--- src/logic/fbi_pkg.sv ---
// Shared constants and carrier types for the framer block interrupt hierarchy.
// Assumes an 8-bit register port with byte offsets as printed.
package fbi_pkg;
    localparam int          ADDR_W          = 8;
    localparam int          DATA_W          = 8;
    localparam int          RX_SRC_N        = 12;
    localparam int          TX_SRC_N        = 12;
    localparam logic [7:0]  OFS_MODE        = 8'h00;
    localparam logic [7:0]  OFS_BLK_EN      = 8'h04;
    localparam logic [7:0]  OFS_BLK_FLAGS   = 8'h05;
    localparam logic [7:0]  OFS_RX_EN       = 8'h12;
    localparam logic [7:0]  OFS_RX_EN_HI    = 8'h13;
    localparam logic [7:0]  OFS_RX_FLAGS    = 8'h14;
    localparam logic [7:0]  OFS_RX_FLAGS_HI = 8'h15;
    localparam logic [7:0]  OFS_TX_EN       = 8'h30;
    localparam logic [7:0]  OFS_TX_EN_HI    = 8'h31;
    localparam logic [7:0]  OFS_TX_FLAGS    = 8'h34;
    localparam logic [7:0]  OFS_TX_FLAGS_HI = 8'h35;
    localparam int          BIT_RX          = 7;
    localparam int          BIT_TX          = 1;
    localparam int          BIT_SEC         = 0;
    localparam int          BIT_AUTO_DIS    = 3;
    localparam logic [7:0]  BLK_EN_WMASK    = 8'h83;
    localparam logic [7:0]  RESET_BYTE      = 8'h00;
    localparam logic [11:0] RESET_SRC       = 12'h000;
    localparam longint      CLK_HZ          = 200000000;
    localparam longint      TICK_PERIOD_S   = 1;
    localparam longint      TICK_CYCLES     = CLK_HZ * TICK_PERIOD_S;
    typedef struct packed {
        logic              rd;
        logic              wr;
        logic [ADDR_W-1:0] addr;
        logic [DATA_W-1:0] wdata;
    } fbi_req_type;
endpackage

--- src/logic/fbi_tick.sv ---
// One-second tick divider: a one-cycle pulse once per period.
// Assumes a single free-running clock.
`timescale 1ns/1ps
module fbi_tick #(
    parameter longint PERIOD = fbi_pkg::TICK_CYCLES
) (
    input  wire logic clk,
    input  wire logic rst_n,
    output logic      tick
);
    logic [31:0] cnt_r;
    logic [31:0] cnt_nxt;
    logic        tick_r;
    logic        tick_nxt;

    // Counts down from the period minus one and pulses on wrap.
    always_comb begin
        tick_nxt = 1'b0;
        cnt_nxt  = cnt_r - 32'h1;
        if (cnt_r == 32'h0) begin
            cnt_nxt  = 32'(PERIOD - 1);
            tick_nxt = 1'b1;
        end
    end

    // Registers the divider state.
    always_ff @(posedge clk or negedge rst_n) begin
        if (!rst_n) begin
            cnt_r  <= 32'h0;
            tick_r <= 1'b0;
        end else begin
            cnt_r  <= cnt_nxt;
            tick_r <= tick_nxt;
        end
    end

    assign tick = tick_r;
endmodule

--- src/logic/fbi_src_bank.sv ---
// One bank of source-level interrupt flags with enables.
// Assumes event inputs are synchronous one-cycle or level pulses on clk.
`timescale 1ns/1ps
module fbi_src_bank #(
    parameter int N = 12
) (
    input  wire logic         clk,
    input  wire logic         rst_n,
    input  wire logic [N-1:0] event_in,
    input  wire logic [N-1:0] en_wr_data,
    input  wire logic         en_wr,
    input  wire logic         flags_rd,
    input  wire logic         auto_dis,
    output logic [N-1:0]      en,
    output logic [N-1:0]      flags,
    output logic              any_req
);
    logic [N-1:0] en_r;
    logic [N-1:0] en_nxt;
    logic [N-1:0] flag_r;
    logic [N-1:0] flag_nxt;

    // Per-source flag and enable next state.
    generate
        for (genvar i = 0; i < N; i++) begin : g_src
            always_comb begin
                // (RQ9) Clear on read, set wins.
                flag_nxt[i] = (flag_r[i] & ~flags_rd) | (event_in[i] & en_r[i]);
                en_nxt[i]   = en_wr ? en_wr_data[i] : en_r[i];
                // (RQ16) Auto-disable after firing.
                if (auto_dis && event_in[i] && en_r[i]) begin
                    en_nxt[i] = 1'b0;
                end
            end
        end
    endgenerate

    // Registers flags and enables.
    always_ff @(posedge clk or negedge rst_n) begin
        if (!rst_n) begin
            en_r   <= '0;
            flag_r <= '0;
        end else begin
            en_r   <= en_nxt;
            flag_r <= flag_nxt;
        end
    end

    assign en    = en_r;
    assign flags = flag_r;
    // (RQ19) OR of enabled flags.
    // In auto-disable mode a fired flag keeps requesting although its enable has just been cleared.
    assign any_req = |(flag_r & (en_r | {N{auto_dis}}));
endmodule

--- src/logic/fbi_top.sv ---
// Top of the block-level interrupt hierarchy for one framer channel.
// Assumes a synchronous 8-bit register port on clk with one-cycle rd and wr strobes.
`timescale 1ns/1ps
// What this block does
// (RQ1) Read-only block flag register at 0x05: bit 7 receive, 1 transmit, 0 second.
// (RQ2) A block flag sets when its block saw an enabled condition.
// (RQ3) Block enable register at 0x04; bits 7, 1, 0 writable, others read zero.
// (RQ4) A zero block enable keeps that block from requesting.
// (RQ5) A one block enable passes only sources enabled at source level; auto-disable mode also passes set flags whose enable was cleared.
// (RQ6) Each block has up to twelve sources, each with enable and flag.
// (RQ7) Block enable clears to zero at reset.
// (RQ8) An enabled condition drives the active-low request low.
// (RQ9) Reading a source flag register clears its set bits.
// (RQ10) That read also clears the matching block flag.
// (RQ11) After the read and clear the request goes high.
// (RQ12) Software reads the listed receive and transmit sources in the first mode.
// (RQ13) Software reads the listed sources in either alternate framing mode.
// (RQ14) A condition that persists raises a fresh request.
// (RQ15) Mode register bit 3 selects automatic disable of enables.
// (RQ16) Auto-disable set clears a fired enable; clear leaves enables alone.
// (RQ17) Second tick requests each second; reading block flags clears it.
// (RQ18) Request is the OR of enabled block flags.
// (RQ19) Section flag is the OR of enabled source flags; in auto-disable mode the code ORs every set source flag.
module fbi_top (
    input  wire logic         clk,
    input  wire logic         rst_n,
    input  wire fbi_pkg::fbi_req_type req,
    input  wire logic [11:0]  rx_events,
    input  wire logic [11:0]  tx_events,
    output logic [7:0]        rdata,
    output logic              irq_n
);
    logic [7:0]  mode_r;
    logic [7:0]  mode_nxt;
    logic [7:0]  blk_en_r;
    logic [7:0]  blk_en_nxt;
    logic        sec_flag_r;
    logic        sec_flag_nxt;
    logic [7:0]  rdata_r;
    logic [7:0]  rdata_nxt;
    logic        irq_n_r;
    logic        irq_n_nxt;
    logic        tick;
    logic        rx_req;
    logic        tx_req;
    logic [11:0] rx_en;
    logic [11:0] tx_en;
    logic [11:0] rx_flags;
    logic [11:0] tx_flags;
    logic [11:0] rx_wdata;
    logic [11:0] tx_wdata;
    logic        rx_en_wr;
    logic        tx_en_wr;
    logic        rx_rd;
    logic        tx_rd;
    logic [7:0]  blk_flags;

    fbi_tick u_tick (
        .clk   (clk),
        .rst_n (rst_n),
        .tick  (tick)
    );

    // Source enable writes: low byte and high nibble as separate registers.
    always_comb begin
        rx_en_wr = 1'b0;
        tx_en_wr = 1'b0;
        rx_wdata = rx_en;
        tx_wdata = tx_en;
        if (req.wr) begin
            case (req.addr)
                fbi_pkg::OFS_RX_EN: begin
                    rx_en_wr       = 1'b1;
                    rx_wdata[7:0]  = req.wdata;
                end
                fbi_pkg::OFS_RX_EN_HI: begin
                    rx_en_wr       = 1'b1;
                    rx_wdata[11:8] = req.wdata[3:0];
                end
                fbi_pkg::OFS_TX_EN: begin
                    tx_en_wr       = 1'b1;
                    tx_wdata[7:0]  = req.wdata;
                end
                fbi_pkg::OFS_TX_EN_HI: begin
                    tx_en_wr       = 1'b1;
                    tx_wdata[11:8] = req.wdata[3:0];
                end
                default: begin
                    rx_en_wr = 1'b0;
                end
            endcase
        end
    end

    // (RQ9) Source flag reads clear a whole bank.
    assign rx_rd = req.rd && (req.addr == fbi_pkg::OFS_RX_FLAGS || req.addr == fbi_pkg::OFS_RX_FLAGS_HI);
    assign tx_rd = req.rd && (req.addr == fbi_pkg::OFS_TX_FLAGS || req.addr == fbi_pkg::OFS_TX_FLAGS_HI);

    // (RQ6) Twelve sources per section.
    // (RQ15) Mode bit 3 selects auto-disable.
    fbi_src_bank #(.N(fbi_pkg::RX_SRC_N)) u_rx (
        .clk        (clk),
        .rst_n      (rst_n),
        .event_in   (rx_events),
        .en_wr_data (rx_wdata),
        .en_wr      (rx_en_wr),
        .flags_rd   (rx_rd),
        .auto_dis   (mode_r[fbi_pkg::BIT_AUTO_DIS]),
        .en         (rx_en),
        .flags      (rx_flags),
        .any_req    (rx_req)
    );

    fbi_src_bank #(.N(fbi_pkg::TX_SRC_N)) u_tx (
        .clk        (clk),
        .rst_n      (rst_n),
        .event_in   (tx_events),
        .en_wr_data (tx_wdata),
        .en_wr      (tx_en_wr),
        .flags_rd   (tx_rd),
        .auto_dis   (mode_r[fbi_pkg::BIT_AUTO_DIS]),
        .en         (tx_en),
        .flags      (tx_flags),
        .any_req    (tx_req)
    );

    // (RQ1) Block flag image; section bits follow their banks.
    always_comb begin
        blk_flags                   = fbi_pkg::RESET_BYTE;
        // (RQ2) Section flags from enabled sources.
        // (RQ10) Cleared with the source read.
        blk_flags[fbi_pkg::BIT_RX]  = rx_req;
        blk_flags[fbi_pkg::BIT_TX]  = tx_req;
        blk_flags[fbi_pkg::BIT_SEC] = sec_flag_r;
    end

    // Control registers and the one-second flag.
    always_comb begin
        mode_nxt     = mode_r;
        blk_en_nxt   = blk_en_r;
        sec_flag_nxt = sec_flag_r;
        if (req.wr && req.addr == fbi_pkg::OFS_MODE) begin
            mode_nxt = req.wdata;
        end
        // (RQ3) Only bits 7, 1, 0 take writes.
        if (req.wr && req.addr == fbi_pkg::OFS_BLK_EN) begin
            blk_en_nxt = req.wdata & fbi_pkg::BLK_EN_WMASK;
        end
        // (RQ17) Read clears second flag.
        if (req.rd && req.addr == fbi_pkg::OFS_BLK_FLAGS) begin
            sec_flag_nxt = 1'b0;
        end
        // (RQ17) Tick sets it while block enable bit 0 is set, set wins.
        if (tick && blk_en_r[fbi_pkg::BIT_SEC]) begin
            sec_flag_nxt = 1'b1;
        end
    end

    // Read data mux, registered.
    always_comb begin
        case (req.addr)
            fbi_pkg::OFS_MODE:        rdata_nxt = mode_r;
            fbi_pkg::OFS_BLK_EN:      rdata_nxt = blk_en_r;
            fbi_pkg::OFS_BLK_FLAGS:   rdata_nxt = blk_flags;
            fbi_pkg::OFS_RX_EN:       rdata_nxt = rx_en[7:0];
            fbi_pkg::OFS_RX_EN_HI:    rdata_nxt = {4'h0, rx_en[11:8]};
            fbi_pkg::OFS_RX_FLAGS:    rdata_nxt = rx_flags[7:0];
            fbi_pkg::OFS_RX_FLAGS_HI: rdata_nxt = {4'h0, rx_flags[11:8]};
            fbi_pkg::OFS_TX_EN:       rdata_nxt = tx_en[7:0];
            fbi_pkg::OFS_TX_EN_HI:    rdata_nxt = {4'h0, tx_en[11:8]};
            fbi_pkg::OFS_TX_FLAGS:    rdata_nxt = tx_flags[7:0];
            fbi_pkg::OFS_TX_FLAGS_HI: rdata_nxt = {4'h0, tx_flags[11:8]};
            default:                  rdata_nxt = fbi_pkg::RESET_BYTE;
        endcase
        if (!req.rd) begin
            rdata_nxt = rdata_r;
        end
    end

    // (RQ18) Request is OR of enabled block flags.
    // (RQ4) Block enable gates each section; (RQ5) sources pre-gated in banks.
    // (RQ8) Low while any enabled flag; (RQ11) (RQ14) follows flags.
    assign irq_n_nxt = ~|(blk_flags & blk_en_r);

    // (RQ7) Registers clear at reset, except irq_n_r, which resets high.
    always_ff @(posedge clk or negedge rst_n) begin
        if (!rst_n) begin
            mode_r     <= fbi_pkg::RESET_BYTE;
            blk_en_r   <= fbi_pkg::RESET_BYTE;
            sec_flag_r <= 1'b0;
            rdata_r    <= fbi_pkg::RESET_BYTE;
            irq_n_r    <= 1'b1;
        end else begin
            mode_r     <= mode_nxt;
            blk_en_r   <= blk_en_nxt;
            sec_flag_r <= sec_flag_nxt;
            rdata_r    <= rdata_nxt;
            irq_n_r    <= irq_n_nxt;
        end
    end

    assign rdata = rdata_r;
    assign irq_n = irq_n_r;
endmodule

--- config.mk ---
export PLATFORM = sky130hd
export DESIGN_NAME = fbi_top
export DESIGN_NICKNAME = d
export VERILOG_FILES = /design/src/logic/fbi_pkg.sv /design/src/logic/fbi_tick.sv /design/src/logic/fbi_src_bank.sv /design/src/logic/fbi_top.sv
export SDC_FILE = /design/constraint.sdc
export NUM_CORES = 1
export LEC_CHECK = 0
export BUFFER_PORTS_ARGS = -buffer_cell sky130_fd_sc_hd__buf_4
export CORE_MARGIN = 2
export CORE_UTILIZATION = 37
export DETAILED_ROUTE_END_ITERATION = 10
export HOLD_SLACK_MARGIN = 0.15
export SLEW_MARGIN = 0
export SYNTH_ARGS = -nofsm -noshare
export SYNTH_HDL_FRONTEND = slang
export SYNTH_SLANG_ARGS = --single-unit
--- constraint.sdc ---
create_clock -name clk -period 3.17 [get_ports clk]
set_input_delay 0.317 -clock clk [delete_from_list [all_inputs] [get_ports clk]]
set_output_delay 0.317 -clock clk [all_outputs]
set_load 0.05 [all_outputs]
==> reports/results.txt <==
Status = finished, final reports clean
Cts hold-fix bufs = 1
Asr flop ratio synth = 100%
Commonest non-fill, non-tap cell in the layout = dfrtp_1
Largest net degree at the start of global routing = 48
Post-CTS setup buffers = 0
Vias in the first global route = 4012
Crit-path cells = inv_1 -> ha_1 -> nor3b_2 -> nand2_1 -> nor4_4 -> nand3_1 -> o211ai_1
Critical path's largest stage delay = 420 ps
Port Buffers = 52
Crit start category = flip-flop
Met1 GRT Util = 24.2%
Power density cells = 507 nW/um^2
Flip-flop and latch count after synthesis = 102
Synthesized net count = 497
Nets = 549
Fin Setup TNS = 0 ps
RSZ-0062 raised after global routing = false
Grt peak-use layer = met2
Post-synth EDFFs = 0
Number of H-tree levels = 3
Max Slew Vio Count = 0
Clock Power Share = 34.8%
Worst R2R End = u_tick.cnt_r[23]
Multi-input logic area = 2430 sq um
Met3 Use GR = 6.02%
M2 GR Usage = 30.9%
Relative slew margins = 39.5%
Vias per std cell = 5.87
Routed len/inst = 19.5 microns
Max Cap Violations = 0
Clk_lat worst skew = 350 ps
First-pass GRT wire length = 21.5 mm
Synth Instances = 452
NetSw = 833 uW
Diode count = 0
1st-pass router iterations = 5
Fmax achieved = 460 MHz
Worst r2r path cells = 7
Clk buf depth = 2
Gr ovfl total = 0
Critical Path RT = 3440 ps
Actual slew at the worst max-slew pin = 907 ps
Routability Congestion = 0.898
Primary FF master, synth = dfrtp_1
CP startpoint = u_tick.cnt_r[0]
Register area = 2550 sq um
WS Path Type = flip-flop to flip-flop
Worst setup path endpoint = u_tick.cnt_r[23]
Clock skew = 10.3 ps
Row count = 42
Post-route worst setup slack = 995 ps
Post-route minimum period = 2170 ps
Switching portion of total power = 27.4%
Post-DP HPWL = 9.64 mm
Yosys cell types = 58
Most frequent cells in the layout = 101 x dfrtp_1, 58 x buf_4, 32 x mux2i_1, 27 x a22o_1, 26 x nor2_1
Placeable Area = 13300 sq um
Drt initial violations = 360
ANT nets after route = 0
Fill count = 1290
Synth warn = 0
Power Internal = 2210 uW
TritonCTS buffer count = 9
Leakage power = 0.00267 uW
WL final = 13.4 mm
Vias after detailed routing = 4018
Final hold vios = 0
CTS root buf = clkbuf_16
Fin crit share = 68.6%
Synthesized cell area = 5110 sq um
Setup Viol. Count Final = 0
Hold Crit Class = primary input to flip-flop
GR Util All Layers = 19.2%
Die W = 121 microns
CTS tree = done
Pre-CTS setup slack = 943 ps
Die Ht = 121 microns
Slowest cell on crit path = dfrtp_1
Sequential share of power = 53.5%
Worst Path Max Fanout = 12
Starting density of the core = 38.3%
Maximum vdd drop = 229 uV
R2r startpoint = u_tick.cnt_r[0]
Layout area overhead = 17.3%
DIE AREA = 14800 sq um
Syn_area_per_cell = 11.3 sq um
Post-synthesis sequential area ratio = 50.0%
DRC viols = 0
Comb pwr share = 11.7%
Critical path arrival = 2450 ps
Layout cell share with drive strength beyond 1 = 21.8%
Antenna violations before repair = 0
CTS Sinks = 102
Cts repair resizes = 0
Top Ports = 53
Reg clk slew, reported paths = 70 ps
Flop2flop setup slack = 1000 ps
Critical Path End Type = flip-flop
Final core occ = 44.9%
## through the flow
step | power, uW | cell area (sq um) | instances | hold slack (ps)
3_5_place_dp | 1990 | 5690 | 667 | 374
5_1_grt | 3180 | 5990 | 685 | 150
3_3_place_gp | 1990 | 5690 | 667 | 368
4_1_cts | 3060 | 5980 | 684 | 151
6_report | 3040 | 5990 | 685 | 161
2_1_floorplan | 1790 | 5110 | 452 | 21.4
## synth_stat cells, types with 6 or more instances
cell type	instances	area, sq um
nor3_1	7	35.0
buf_2	7	35.0
dfrtp_1	101	2530
o21ai_0	8	40.0
nand3_1	14	70.1
nor4_1	11	68.8
a22oi_1	13	97.6
xnor2_1	18	158
nand4_1	8	50.1
xor2_1	6	52.6
nor2_1	26	97.6
a22o_1	27	236
clkbuf_1	11	41.3
o22ai_1	12	75.1
mux2i_1	32	320
inv_1	12	45.0
a31oi_1	25	156
nand2_1	25	93.8
mux2_2	16	180
## power by group through the flow
stage / combinational [uW] / clock (uW) / sequential (uW)
final: 357 / 1060 / 1630
after global routing: 392 / 1150 / 1640
after CTS: 358 / 1090 / 1620
after detailed placement: 357 / 0 / 1640
after global placement: 346 / 0 / 1640
after floorplan: 228 / 0 / 1570
## kinds of logic (layout without fill, tap and decap cells)
kind of cell / after synthesis / count (layout) / share of synthesized area (%)
AOI/OAI and AO/OA: 112 / 112 / 16.3
xor gates and xnor gates: 24 / 24 / 4.12
adders and majority gates: 1 / 1 / 0.245
buffers and inverters: 31 / 88 / 2.45
DFF: 102 / 102 / 50.0
muxes: 50 / 50 / 10.3
and+or+nand+nor: 132 / 132 / 16.6
## critical path: cells and delay by family, from the launching register on
family	cells	cell delay, ps
simple gates	4	1210
flops	1	420
compound gates	1	230
fa+ha+maj	1	170
buf+inv	1	70
## state kept, by name, summed over array words and instances (netlist names)
signal,flops
blk_en_r,3
irq_n,1
mode_r,8
rdata,8
sec_flag_r,1
u_rx.en,12
u_rx.flags,12
u_tick.cnt_r,32
u_tick.tick,1
u_tx.en,12
u_tx.flags,12
## worst min-delay path by stage
stage / startpoint / end / slack [ps] / cells after the start
floorplan: rst_n / blk_en_r[0] / 20 / 0
global placement: rst_n / u_tx.en[2] / 370 / 1
detailed placement: rst_n / u_tx.flags[2] / 370 / 1
CTS: rx_events[6] / u_rx.en[6] / 150 / 2
global route: tx_events[7] / u_tx.en[7] / 150 / 2
finish: rx_events[6] / u_rx.en[6] / 160 / 2
## layer usage
metal  share of wire [%]  vias up
li1                    -     1837
met1                  41     2010
met2                  49      144
met3                 7.3       27
met4                 2.8        0
met5                   0        -
## cell type report
| class | instances | area share [%] |
|---|---|---|
| Inverter | 12 | 0.752 |
| Sequential cell | 102 | 42.6 |
| Clock inverter | 5 | 0.522 |
| Clock buffer | 11 | 4.22 |
| Tap cell | 176 | 3.67 |
| Multi-Input combinational cell | 319 | 40.6 |
| Timing Repair Buffer | 60 | 7.60 |
(Power assumes the default switching activity.)
